`src/edmp_pkg.sv`:
```
// Package: constants, register map and carrier types of the external data memory port
package edmp_pkg;

  // Special-function register addresses
  localparam logic [7:0] EDMP_CFG_ADDR = 8'hA3; // ext_memory_config
  localparam logic [7:0] EDMP_PAGE_ADDR = 8'hAF; // xram_page_select

  // Values after reset
  localparam logic [7:0] EDMP_CFG_RESET = 8'h03;
  localparam logic [7:0] EDMP_PAGE_RESET = 8'h00;

  // Field positions inside ext_memory_config
  localparam int EDMP_BANK_BIT = 5; // port_bank_select
  localparam int EDMP_MUX_BIT = 4; // mux_mode_select
  localparam int EDMP_MAP_LSB = 2; // memory_map_mode [3:2]
  localparam int EDMP_ALE_LSB = 0; // latch_pulse_width [1:0]
  localparam logic [7:0] EDMP_CFG_WMASK = 8'h3F; // Bits 7..6 not stored

  // Memory map mode encodings
  localparam logic [1:0] EDMP_MAP_INTERNAL = 2'h0;
  localparam logic [1:0] EDMP_MAP_SPLIT = 2'h1;
  localparam logic [1:0] EDMP_MAP_SPLIT_PAGE = 2'h2;
  localparam logic [1:0] EDMP_MAP_EXTERNAL = 2'h3;

  // On-chip space: 4k bytes, addressed by 12 bits
  localparam int EDMP_ONCHIP_AW = 12;
  localparam logic [15:0] EDMP_ONCHIP_TOP = 16'h1000;

  // Fixed overhead of an off-chip access, in system clock cycles
  localparam int EDMP_OVERHEAD_CYCLES = 4;
  localparam int EDMP_ADDR_CYCLES = 1;
  localparam int EDMP_TAIL_CYCLES = EDMP_OVERHEAD_CYCLES - EDMP_ADDR_CYCLES;
  localparam int EDMP_CNT_W = 5;

  // Decoded configuration register
  typedef struct packed {
    logic bank_hi; // 1: upper four ports carry the bus
    logic separate; // 1: separate address and data pins
    logic [1:0] map_mode; // memory_map_mode
    logic [1:0] ale_width; // latch_pulse_width code
  } edmp_cfg_s;

  // Strobe timing from the bus_timing_control register outside
  typedef struct packed {
    logic [1:0] setup; // Address setup cycles
    logic [3:0] width; // Strobe width code, width+1 cycles
    logic [1:0] hold; // Address hold cycles
  } edmp_timing_s;

  // One port bank worth of bus pins
  typedef struct packed {
    logic [7:0] addr_hi; // A[15:8]
    logic addr_hi_oe;
    logic [7:0] addr_lo; // A[7:0], separate mode only
    logic addr_lo_oe;
    logic [7:0] ad; // Data, or shared address/data
    logic ad_oe;
    logic ale; // Address latch strobe
    logic ale_oe;
    logic rd_n; // Read strobe, active low
    logic wr_n; // Write strobe, active low
    logic strobe_oe; // Enable of rd_n and wr_n
  } edmp_pins_s;

  // Bank pins when the interface does not own them
  localparam edmp_pins_s EDMP_PINS_IDLE = '{addr_hi: 8'h00, addr_hi_oe: 1'b0, addr_lo: 8'h00,
    addr_lo_oe: 1'b0, ad: 8'h00, ad_oe: 1'b0, ale: 1'b0, ale_oe: 1'b0, rd_n: 1'b1, wr_n: 1'b1,
    strobe_oe: 1'b0};

endpackage

```
`src/edmp_regs.sv`:
```
// Configuration and page select registers on the special-function register port
`timescale 1ns/10ps
`default_nettype none
module edmp_regs (
  input wire logic core_clk,
  input wire logic resetn,
  input wire logic [7:0] sfr_addr,
  input wire logic sfr_we,
  input wire logic sfr_re,
  input wire logic [7:0] sfr_wdata,
  output logic [7:0] sfr_rdata,
  output logic sfr_hit,
  output edmp_pkg::edmp_cfg_s cfg,
  output logic [7:0] page_high_byte
);
  import edmp_pkg::*;

  logic [7:0] cfg_r, cfg_nxt; // Stored configuration bits
  logic [7:0] page_r, page_nxt; // Page select
  logic [7:0] rdata_r, rdata_nxt; // Read data register
  logic hit_r, hit_nxt; // Read hit flag

  // Write decode and read mux
  always_comb begin
    cfg_nxt = cfg_r;
    page_nxt = page_r;
    rdata_nxt = rdata_r;
    hit_nxt = 1'b0;
    if (sfr_we && sfr_addr == EDMP_CFG_ADDR) begin
      cfg_nxt = sfr_wdata & EDMP_CFG_WMASK;
    end
    if (sfr_we && sfr_addr == EDMP_PAGE_ADDR) begin
      page_nxt = sfr_wdata;
    end
    if (sfr_re) begin
      case (sfr_addr)
        EDMP_CFG_ADDR: begin
          rdata_nxt = cfg_r & EDMP_CFG_WMASK;
          hit_nxt = 1'b1;
        end
        EDMP_PAGE_ADDR: begin
          rdata_nxt = page_r;
          hit_nxt = 1'b1;
        end
        default: begin
          rdata_nxt = 8'h00;
        end
      endcase
    end
  end

  // Register update
  always_ff @(posedge core_clk) begin
    if (!resetn) begin
      cfg_r <= EDMP_CFG_RESET;
      page_r <= EDMP_PAGE_RESET;
      rdata_r <= 8'h00;
      hit_r <= 1'b0;
    end else begin
      cfg_r <= cfg_nxt;
      page_r <= page_nxt;
      rdata_r <= rdata_nxt;
      hit_r <= hit_nxt;
    end
  end

  // Field decode
  assign cfg = '{bank_hi: cfg_r[EDMP_BANK_BIT],
    separate: cfg_r[EDMP_MUX_BIT],
    map_mode: cfg_r[EDMP_MAP_LSB +: 2],
    ale_width: cfg_r[EDMP_ALE_LSB +: 2]};
  assign page_high_byte = page_r;
  assign sfr_rdata = rdata_r;
  assign sfr_hit = hit_r;
endmodule
`default_nettype wire

```
`src/edmp_timer.sv`:
```
// Phase down-counter for the bus cycle sequencer
`timescale 1ns/10ps
`default_nettype none
module edmp_timer (
  input wire logic core_clk,
  input wire logic resetn,
  input wire logic load,
  input wire logic [edmp_pkg::EDMP_CNT_W-1:0] cycles,
  output logic expired
);
  import edmp_pkg::*;

  logic [EDMP_CNT_W-1:0] cnt_r, cnt_nxt; // Cycles left in phase minus one

  // Load length minus one, then count to zero
  always_comb begin
    cnt_nxt = cnt_r;
    if (load) begin
      cnt_nxt = cycles - 5'd1;
    end else if (cnt_r != '0) begin
      cnt_nxt = cnt_r - 5'd1;
    end
  end

  // Counter register
  always_ff @(posedge core_clk) begin
    if (!resetn) begin
      cnt_r <= '0;
    end else begin
      cnt_r <= cnt_nxt;
    end
  end

  // Last cycle of the current phase
  assign expired = (cnt_r == '0);
endmodule
`default_nettype wire

```
`src/edmp_top.sv`:
```
// External data memory port: register block, address decode and bus cycle sequencer
`timescale 1ns/10ps
`default_nettype none
module edmp_top (
  input wire logic core_clk,
  input wire logic resetn,
  // Special-function register port
  input wire logic [7:0] sfr_addr,
  input wire logic sfr_we,
  input wire logic sfr_re,
  input wire logic [7:0] sfr_wdata,
  output logic [7:0] sfr_rdata,
  output logic sfr_hit,
  // Strobe timing from bus_timing_control
  input wire edmp_pkg::edmp_timing_s timing,
  // Processor external move request
  input wire logic xmove_req,
  input wire logic xmove_write,
  input wire logic xmove_short,
  input wire logic [15:0] xmove_addr,
  input wire logic [7:0] xmove_wdata,
  output logic [7:0] xmove_rdata,
  output logic xmove_done,
  output logic xmove_stall,
  // On-chip data RAM
  output logic ram_req,
  output logic ram_we,
  output logic [edmp_pkg::EDMP_ONCHIP_AW-1:0] ram_addr,
  output logic [7:0] ram_wdata,
  input wire logic [7:0] ram_rdata,
  // Port banks
  output edmp_pkg::edmp_pins_s pins_lo,
  output edmp_pkg::edmp_pins_s pins_hi,
  input wire logic [7:0] ad_in_lo,
  input wire logic [7:0] ad_in_hi,
  output logic claim_lo,
  output logic claim_hi
);
  import edmp_pkg::*;

  typedef enum logic [3:0] {
    ST_IDLE, ST_ONCHIP, ST_ONWAIT, ST_ADDR, ST_ALE_HI, ST_ALE_LO, ST_SETUP, ST_STROBE, ST_HOLD, ST_TAIL
  } edmp_state_e;

  edmp_cfg_s cfg; // Live configuration
  logic [7:0] page_high_byte; // Live page select
  logic tmr_load; // Start a new phase
  logic [EDMP_CNT_W-1:0] tmr_cycles; // Length of the new phase
  logic tmr_exp; // Current phase ends this cycle

  edmp_state_e state_r, state_nxt; // Sequencer state
  edmp_cfg_s tcfg_r, tcfg_nxt; // Configuration snapshot per access
  edmp_timing_s ttim_r, ttim_nxt; // Timing snapshot per access
  logic [15:0] taddr_r, taddr_nxt; // Effective address
  logic twrite_r, twrite_nxt; // Access is a write
  logic thi_r, thi_nxt; // High address pins are driven
  logic [7:0] twdata_r, twdata_nxt; // Write data
  logic [7:0] rdata_r, rdata_nxt; // Returned read data
  logic done_r, done_nxt; // Completion pulse
  edmp_pins_s pins_r, pins_nxt; // Bus pin values
  logic claim_r, claim_nxt; // Pins owned by the interface
  logic [15:0] eff_addr; // Effective address of a new request
  logic offchip; // New request goes off-chip

  // Register block
  edmp_regs u_regs (
    .core_clk(core_clk),
    .resetn(resetn),
    .sfr_addr(sfr_addr),
    .sfr_we(sfr_we),
    .sfr_re(sfr_re),
    .sfr_wdata(sfr_wdata),
    .sfr_rdata(sfr_rdata),
    .sfr_hit(sfr_hit),
    .cfg(cfg),
    .page_high_byte(page_high_byte)
  );

  // Phase length counter
  edmp_timer u_timer (
    .core_clk(core_clk),
    .resetn(resetn),
    .load(tmr_load),
    .cycles(tmr_cycles),
    .expired(tmr_exp)
  );

  // Cycles of one latch strobe half
  function automatic logic [EDMP_CNT_W-1:0] ale_len(input logic [1:0] code);
    ale_len = {3'b000, code} + 5'd1;
  endfunction

  // Effective address: short moves take the high byte from the page register
  assign eff_addr = xmove_short ? {page_high_byte, xmove_addr[7:0]} : xmove_addr;

  // On-chip or off-chip by memory map mode
  always_comb begin
    case (cfg.map_mode)
      EDMP_MAP_INTERNAL: offchip = 1'b0;
      EDMP_MAP_SPLIT: offchip = (eff_addr >= EDMP_ONCHIP_TOP);
      EDMP_MAP_SPLIT_PAGE: offchip = (eff_addr >= EDMP_ONCHIP_TOP);
      default: offchip = 1'b1;
    endcase
  end

  // Sequencer next state, timer control and snapshots
  always_comb begin
    state_nxt = state_r;
    tcfg_nxt = tcfg_r;
    ttim_nxt = ttim_r;
    taddr_nxt = taddr_r;
    twrite_nxt = twrite_r;
    thi_nxt = thi_r;
    twdata_nxt = twdata_r;
    rdata_nxt = rdata_r;
    done_nxt = 1'b0;
    tmr_load = 1'b0;
    tmr_cycles = 5'd1;
    case (state_r)
      ST_IDLE: begin
        // A request still held after done is the old one
        if (xmove_req && !done_r) begin
          tcfg_nxt = cfg;
          ttim_nxt = timing;
          taddr_nxt = eff_addr;
          twrite_nxt = xmove_write;
          twdata_nxt = xmove_wdata;
          // Short moves drive A[15:8] only with page select mode
          thi_nxt = !xmove_short || cfg.map_mode == EDMP_MAP_SPLIT_PAGE;
          if (offchip) begin
            state_nxt = ST_ADDR;
            tmr_load = 1'b1;
            tmr_cycles = 5'(EDMP_ADDR_CYCLES);
          end else begin
            state_nxt = ST_ONCHIP;
          end
        end
      end
      ST_ONCHIP: begin
        state_nxt = ST_ONWAIT;
      end
      ST_ONWAIT: begin
        rdata_nxt = ram_rdata;
        done_nxt = 1'b1;
        state_nxt = ST_IDLE;
      end
      ST_ADDR: begin
        if (tmr_exp) begin
          tmr_load = 1'b1;
          if (!tcfg_r.separate) begin
            state_nxt = ST_ALE_HI;
            tmr_cycles = ale_len(tcfg_r.ale_width);
          end else if (ttim_r.setup != 2'b00) begin
            state_nxt = ST_SETUP;
            tmr_cycles = {3'b000, ttim_r.setup};
          end else begin
            state_nxt = ST_STROBE;
            tmr_cycles = {1'b0, ttim_r.width} + 5'd1;
          end
        end
      end
      ST_ALE_HI: begin
        if (tmr_exp) begin
          state_nxt = ST_ALE_LO;
          tmr_load = 1'b1;
          tmr_cycles = ale_len(tcfg_r.ale_width);
        end
      end
      ST_ALE_LO: begin
        if (tmr_exp) begin
          tmr_load = 1'b1;
          if (ttim_r.setup != 2'b00) begin
            state_nxt = ST_SETUP;
            tmr_cycles = {3'b000, ttim_r.setup};
          end else begin
            state_nxt = ST_STROBE;
            tmr_cycles = {1'b0, ttim_r.width} + 5'd1;
          end
        end
      end
      ST_SETUP: begin
        if (tmr_exp) begin
          state_nxt = ST_STROBE;
          tmr_load = 1'b1;
          tmr_cycles = {1'b0, ttim_r.width} + 5'd1;
        end
      end
      ST_STROBE: begin
        if (tmr_exp) begin
          // Sample the bus at the end of the strobe
          if (!twrite_r) begin
            rdata_nxt = tcfg_r.bank_hi ? ad_in_hi : ad_in_lo;
          end
          tmr_load = 1'b1;
          if (ttim_r.hold != 2'b00) begin
            state_nxt = ST_HOLD;
            tmr_cycles = {3'b000, ttim_r.hold};
          end else begin
            state_nxt = ST_TAIL;
            tmr_cycles = 5'(EDMP_TAIL_CYCLES);
          end
        end
      end
      ST_HOLD: begin
        if (tmr_exp) begin
          state_nxt = ST_TAIL;
          tmr_load = 1'b1;
          tmr_cycles = 5'(EDMP_TAIL_CYCLES);
        end
      end
      ST_TAIL: begin
        if (tmr_exp) begin
          state_nxt = ST_IDLE;
          done_nxt = 1'b1;
        end
      end
      default: begin
        state_nxt = ST_IDLE;
      end
    endcase
  end

  // Pin values for the coming cycle
  always_comb begin
    pins_nxt = EDMP_PINS_IDLE;
    claim_nxt = 1'b0;
    case (state_nxt)
      ST_IDLE, ST_ONCHIP, ST_ONWAIT: begin
        claim_nxt = 1'b0;
      end
      default: begin
        claim_nxt = 1'b1;
        pins_nxt.addr_hi = taddr_nxt[15:8];
        pins_nxt.addr_hi_oe = thi_nxt;
        pins_nxt.strobe_oe = 1'b1;
        if (tcfg_nxt.separate) begin
          pins_nxt.addr_lo = taddr_nxt[7:0];
          pins_nxt.addr_lo_oe = 1'b1;
          pins_nxt.ad = twdata_nxt;
          pins_nxt.ad_oe = twrite_nxt;
        end else begin
          pins_nxt.ale_oe = 1'b1;
          pins_nxt.ale = (state_nxt == ST_ALE_HI);
          if (state_nxt == ST_ADDR || state_nxt == ST_ALE_HI || state_nxt == ST_ALE_LO) begin
            pins_nxt.ad = taddr_nxt[7:0];
            pins_nxt.ad_oe = 1'b1;
          end else begin
            pins_nxt.ad = twdata_nxt;
            pins_nxt.ad_oe = twrite_nxt;
          end
        end
        if (state_nxt == ST_STROBE) begin
          pins_nxt.rd_n = twrite_nxt;
          pins_nxt.wr_n = !twrite_nxt;
        end
      end
    endcase
  end

  // Sequencer and pin registers
  always_ff @(posedge core_clk) begin
    if (!resetn) begin
      state_r <= ST_IDLE;
      tcfg_r <= '0;
      ttim_r <= '0;
      taddr_r <= 16'h0000;
      twrite_r <= 1'b0;
      thi_r <= 1'b0;
      twdata_r <= 8'h00;
      rdata_r <= 8'h00;
      done_r <= 1'b0;
      pins_r <= EDMP_PINS_IDLE;
      claim_r <= 1'b0;
    end else begin
      state_r <= state_nxt;
      tcfg_r <= tcfg_nxt;
      ttim_r <= ttim_nxt;
      taddr_r <= taddr_nxt;
      twrite_r <= twrite_nxt;
      thi_r <= thi_nxt;
      twdata_r <= twdata_nxt;
      rdata_r <= rdata_nxt;
      done_r <= done_nxt;
      pins_r <= pins_nxt;
      claim_r <= claim_nxt;
    end
  end

  // On-chip RAM access, address wraps on the 4k space
  assign ram_req = (state_r == ST_ONCHIP);
  assign ram_we = twrite_r;
  assign ram_addr = taddr_r[EDMP_ONCHIP_AW-1:0];
  assign ram_wdata = twdata_r;

  // Processor side; stall until the access completes
  assign xmove_stall = xmove_req && !done_r;
  assign xmove_done = done_r;
  assign xmove_rdata = rdata_r;

  // Bank routing; output mode of pins is not touched here
  assign pins_lo = (claim_r && !tcfg_r.bank_hi) ? pins_r : EDMP_PINS_IDLE;
  assign pins_hi = (claim_r && tcfg_r.bank_hi) ? pins_r : EDMP_PINS_IDLE;
  assign claim_lo = claim_r && !tcfg_r.bank_hi;
  assign claim_hi = claim_r && tcfg_r.bank_hi;
endmodule
`default_nettype wire

```
`config.mk`:
```
export PLATFORM = sky130hd
export DESIGN_NAME = edmp_top
export DESIGN_NICKNAME = d
export VERILOG_FILES = /design/src/edmp_pkg.sv /design/src/edmp_regs.sv /design/src/edmp_timer.sv /design/src/edmp_top.sv
export SDC_FILE = /design/constraint.sdc
export NUM_CORES = 1
export LEC_CHECK = 0
export CAP_MARGIN = 20
export CORE_MARGIN = 4
export CORE_UTILIZATION = 45
export CTS_CLUSTER_SIZE = 24
export DETAILED_ROUTE_END_ITERATION = 7
export DONT_BUFFER_PORTS = 1
export GPL_TIMING_DRIVEN = 0
export PLACE_DENSITY = 0.62
export SKIP_CTS_REPAIR_TIMING = 1
export SLEW_MARGIN = 10
export SYNTH_ARGS = -nofsm -noshare
export SYNTH_HDL_FRONTEND = slang
export SYNTH_SLANG_ARGS = --single-unit
```
`constraint.sdc`:
```
create_clock -name core_clk -period 2.45 [get_ports core_clk]
set_input_delay 0.3675 -clock core_clk [delete_from_list [all_inputs] [get_ports core_clk]]
set_output_delay 0.3675 -clock core_clk [all_outputs]
set_load 0.05 [all_outputs]
```
# Word level (Yosys, flattened, before mapping)
# Index checks and enable logic that the tools add are counted.
word_totals:
  regBits: 114
  out_inout_bits: 107
  inputBits: 79
  elab_cells: 148
op_classes:
  addsub: 4
  reduce_logical: 32
  order_cmp: 1
  n_bitwise: 3
  n_eq_ne: 21
  n_mux: 56
ops:
  columns: ["cell", "count"]
  rows:
  - ["$mux 32", 2]
  - ["$mux 16", 3]
  - ["$mux 5", 9]
  - ["$mux 8", 5]
  - ["$pmux 4 s9", 1]
  - ["$mux 4", 8]
  - ["$pmux 8 s2", 2]
  - ["$pmux 5 s6", 1]
  - ["$eq 4x3->1 const B", 7]
  - ["$mux 9", 2]
  - ["$eq 4x2->1 const B", 4]
  - ["$eq 8x8->1 const B", 2]
  - ["$ge 16x13->1 const B", 1]
  - ["$reduce_or 5->1", 3]
  - ["$mux 1", 14]
  - ["$mux 2", 5]
  - ["$sub 5x1->5 const B", 2]
  - ["$eq 4x1->1 const B", 2]
  - ["$eq 4x4->1 const B", 2]
  - ["$logic_not 4->1", 2]
  - ["$reduce_bool 2->1", 4]
  - ["$pmux 1 s2", 3]
  - ["$reduce_or 6->1", 1]
  - ["$add 4x1->5 const B", 1]
  - ["other kinds (17)", 31]

# Longest topological paths before layout
logic_depth:
  depth_word: 11
  depth_mapped: 11
  mapped_depth_nobuf: 10

# Hierarchy
# From an unflattened synthesis, not the netlist that was laid out.
hier_totals:
  hier_cells: 639
  area_unflattened_um2: 5616.6
by_module_without_submodules:
  columns: ["module", "n_inst", "cells_per_inst", "area_each_um2"]
  rows:
  - ["edmp_top", 1, 500, 4250.3]
  - ["edmp_regs", 1, 105, 1056.0]
  - ["edmp_timer", 1, 34, 310.3]

# Worst setup path after synthesis
# Ideal clock, no wire load.
synth_timing:
  path_type: "reg-to-reg"
  start: "reg done_r (netlist: xmove_done)"
  end: "reg pins_r[13] (netlist name)"
  stages_incl_launch_ff: 8
  t_arrival_ns: 2.582
  setup_time_ns: 0.100
  required_ns: 2.350
  n_path_buf: 0
  synth_period_minus_slack_ns: 2.682
  setup_slack_ns: -0.232
  path_cell_list: "dfxtp_1 -> nand2b_1 -> inv_1 -> and3_1 -> nor2_2 -> nor4b_4 -> a21oi_4 -> a2111oi_4"
synth_via:
  elab_chain_cells: 9
synth_rtl:
  columns: ["item", "line_no", "rtl"]
  rows:
  - ["from (decl)", "edmp_top.sv:59", "logic done_r, done_nxt;"]
  - ["from (signal assigned)", "edmp_top.sv:283", "done_r <= done_nxt;"]
  - ["$logic_not 1->1 *", null, null]
  - ["$logic_and 1x1->1 *", null, null]
  - ["net xmove_stall", "edmp_top.sv:24", "output logic xmove_stall,"]
  - ["$mux 4", "edmp_top.sv:122", "if (xmove_req && !done_r) begin"]
  - ["$pmux 4 s9", "edmp_top.sv:119", "case (state_r)"]
  - ["$eq 4x2->1 / $eq 4x3->1 (equally long branches)", "edmp_top.sv:244", "if (state_nxt == ST_ADDR || state_nxt == ST_ALE_HI || state_nxt == ST_ALE_LO) begin"]
  - ["$logic_or 1x1->1 (2 in a row)", "edmp_top.sv:244", null]
  - ["$mux 9", "edmp_top.sv:244", null]
  - ["$mux 9", "edmp_top.sv:236", "if (tcfg_nxt.separate) begin"]
  - ["to (signal assigned)", "edmp_top.sv:284", "pins_r <= pins_nxt;"]
  - ["to (decl)", "edmp_top.sv:60", "edmp_pins_s pins_r, pins_nxt;"]
# Mark *: on every way through the listed nets, which the timed path passes. The rest lies on a longest branch.
# A chain may end at the register's enable or synchronous reset.

# Worst setup path after layout
layout_timing:
  start: "reg u_timer.cnt_r[3]"
  end: "reg u_timer.cnt_r[3]"
layout_via:
  elab_chain_cells: 5
layout_rtl:
  columns: ["item", "line_no", "rtl"]
  rows:
  - ["from (decl)", "edmp_timer.sv:13", "logic [EDMP_CNT_W-1:0] cnt_r, cnt_nxt;"]
  - ["from (signal assigned)", "edmp_timer.sv:30", "cnt_r <= cnt_nxt;"]
  - ["$logic_not 5->1", "edmp_timer.sv:35", "assign expired = (cnt_r == '0);"]
  - ["$mux 2, or another cell as far along", "edmp_top.sv:189", "if (tmr_exp) begin"]
  - ["$pmux 5 s6", "edmp_top.sv:119", null]
  - ["$sub 5x1->5", "edmp_timer.sv:19", "cnt_nxt = cycles - 5'd1;"]
  - ["$mux 5", "edmp_timer.sv:18", "if (load) begin"]
# Several ways; a longest one is shown, not always the timed one. The select of a mux whose other input is x is not followed.

==> results.md <==
- IO Count: 186
- Worst endpoint data arrival time: 2.65 ns
- Async set or reset register ratio after synthesis: 0%
- TritonCTS clock tree: built
- Ys Warns: 0
- Kind of critical path: flip-flop to flip-flop
- CP startpoint kind: flip-flop
- Finished Core Util: 53.0%
- Clock Skews: 0.0104 ns
- Final Hold Viols: 0
- Max_cap viols: 0
- #FFs+latches synth: 111
- Crit path max fanout: 3
- Switch share: 30.3%
- Max Clock Freq: 0.414 GHz
- Internal power: 0.00322 W
- DR WL/cell: 19.8 um
- Starting Density: 45.9%
- EDFF count, synth: 0
- # setup viols final: 0
- Worst-path clk slew: 0.07 ns
- Post-Syn Area: 5490 sq um
- Final setup TNS: 0 ns
- Clock Latency Late Sink: 0.35 ns
- Fin nets: 744
- Combinational Power Share: 20.1%
- Grt total ovfl: 0
- Final period util: 98.6%
- Least-Margin Pin Slew: 1.09 ns
- Die area: 14000 sq um
- CTS Root Cell: clkbuf_16
- Register Area: 2230 sq um
- Unrepaired setup endpoints after global routing: true
- Die Span X: 118 um
- Synthesized instance count: 638
- Flop pwr share: 45.1%
- Synth-to-layout area growth: 15.5%
- Main flop type after synthesis: dfxtp_1
- Core box area: 12000 sq um
- HPWL Detailed: 12.2 mm
- Num CTS Buffers: 9
- Vias per Instance: 5.79
- Routed wire length: 16.1 mm
- Num rows: 40
- H-Tree Depth: 3
- Net count after synthesis: 722
- Fillers: 1134
- Synth cell types: 69
- Seq/Total Area, Yosys: 40.5%
- Endpoint class of the critical path: flip-flop
- Largest net degree at the start of global routing: 18
- Layout cells sized above 1: 22.0%
- Commonest non-fill, non-tap cell in the layout: dfxtp_1
- # clock sinks: 111
- Worst vdd rail ir drop: 0.516 mV
- Min Clock Period, post-route: 2.42 ns
- Port buffer count: 0
- Slew headroom: 26.8%
- N_diodes: 0
- Deepest clock path buffer count: 2
- Routed via count: 4703
- Routability congestion estimate: 0.864
- LEAKAGE: 2.55 nW
- Run status: finished clean
- Die height: 118 um
- Max Slew Vio Count: 0
- Most frequent cells in the layout: dfxtp_1 (107), nor2_1 (73), nand2_1 (55), mux2i_1 (41), a21oi_1 (39)
- Power density over the cells: 729 nW/um^2
- DRT iter0 DRCs: 257
- Total net switching power: 0.00140 W
- DRT Pass-1 Iters: 4
- Global Route Usage Sum: 22.0%
- Hold crit path type: input port to flip-flop
- Avg Inst Size Synth: 8.61 sq um
- Post-route DRC violation count: 0
- Power consumption: 0.00462 W
- Initial antenna violation count: 0
- Required time worst endpoint: 2.69 ns
- First-pass GRT wire length: 24.9 mm
- Detail Route Antenna Nets: 0
- Footprint of the multi-input gates: 3140 sq um
- Clock network power share: 34.8%
- Vias in the first global route: 4572
Yosys cell counts, drive strengths merged, types with 10 or more instances:
library cell / instances / area, sq um
and3: 33 / 206
inv: 11 / 41.3
clkbuf: 26 / 97.6
nand2b: 15 / 93.8
and2: 33 / 206
nand3: 29 / 145
a21oi: 43 / 226
nand2: 55 / 206
buf: 28 / 178
mux2i: 42 / 420
dfxtp: 111 / 2220
nor3: 16 / 80.1
nor2: 78 / 317
o21ai: 14 / 70.1
a211oi: 16 / 135
nor2b: 10 / 62.6
path summary, 6_finish.rpt:
kind	to	cells after the start	slack, ns	start
max	u_timer.cnt_r[3]	6	0.03	u_timer.cnt_r[3]
min	u_regs.cfg_r[0]	1	0.08	resetn
max reg2reg	u_timer.cnt_r[3]	6	0.03	u_timer.cnt_r[3]
min reg2reg	tcfg_r[1]	2	0.47	tcfg_r[1]
per-layer routing:
layer | GRT usage, % | wire [um] | part of all wire (%) | up-vias
met5 | 0 | 0 | 0 | -
met4 | 8.62 | 206 | 1.3 | 0
met3 | 5.41 | 1130 | 7.0 | 18
met2 | 35.9 | 7780 | 48 | 161
met1 | 28.1 | 6960 | 43 | 2247
li1 | - | - | - | 2277
logic make-up (layout without fill, tap and decap cells):
| logic type | count (synthesis) | count (layout) | synth area share (%) |
|---|---|---|---|
| AO/OA/AOI/OAI | 121 | 121 | 16.3 |
| XOR/XNOR | 4 | 4 | 0.638 |
| adder cells (fa/ha/maj) | 5 | 5 | 1.14 |
| buffers and inverters | 65 | 92 | 5.77 |
| flip-flops | 111 | 111 | 40.5 |
| multiplexers | 43 | 43 | 7.86 |
| AND/OR/NAND/NOR | 289 | 289 | 27.8 |
power by group through the flow:
stage	registers (W)	logic [W]	clock network, W
after global placement	0.00212	0.000831	0
after floorplan	0.00209	0.000690	0
after detailed placement	0.00212	0.000850	0
after CTS	0.00208	0.000855	0.00164
final	0.00209	0.000927	0.00161
after global routing	0.00210	0.00102	0.00171
layout make-up:
cell class                 count  share of cell area, %
buffer                        54                   4.99
clock buffer                  12                   4.05
clock inverter                 4                   1.20
inverter                      11                  0.710
multi-input combinational    462                   49.6
sequential                   111                   35.2
tap                          147                   2.90
timing repair buffer          11                   1.30
sequential cells by signal, indices dropped and copies added (netlist names):
name / cells
u_regs.page_high_byte: 8
xmove_rdata: 8
thi_r: 1
ttim_r: 8
claim_r: 1
pins_r: 31
u_timer.cnt_r: 5
ram_we: 1
u_regs.sfr_hit: 1
tcfg_r: 4
state_r: 4
u_regs.cfg_r: 6
xmove_done: 1
u_regs.sfr_rdata: 8
taddr_r: 16
ram_wdata: 8
metrics by stage:
| step | cell area (sq um) | instances | hold WS [ns] | worst slack (ns) |
|---|---|---|---|---|
| final | 6340 | 812 | 0.0841 | 0.0348 |
| after global routing | 6340 | 812 | 0.0918 | -0.0735 |
| after CTS | 6020 | 801 | 0.0790 | -0.523 |
| after detailed placement | 5690 | 785 | 0.447 | -0.474 |
| after global placement | 5690 | 785 | 0.441 | -0.468 |
| after floorplan | 5510 | 638 | 0.439 | 0.0435 |
worst max-delay path, stage by stage, from the launching register on:
cell,delay [ns]
dfxtp_1,0.35
or4_4,0.60
o41ai_2,0.34
nand2_1,0.10
a2bb2oi_2,0.16
a2111oi_2,0.38
mux2_2,0.37
(Power assumes the default switching activity.)
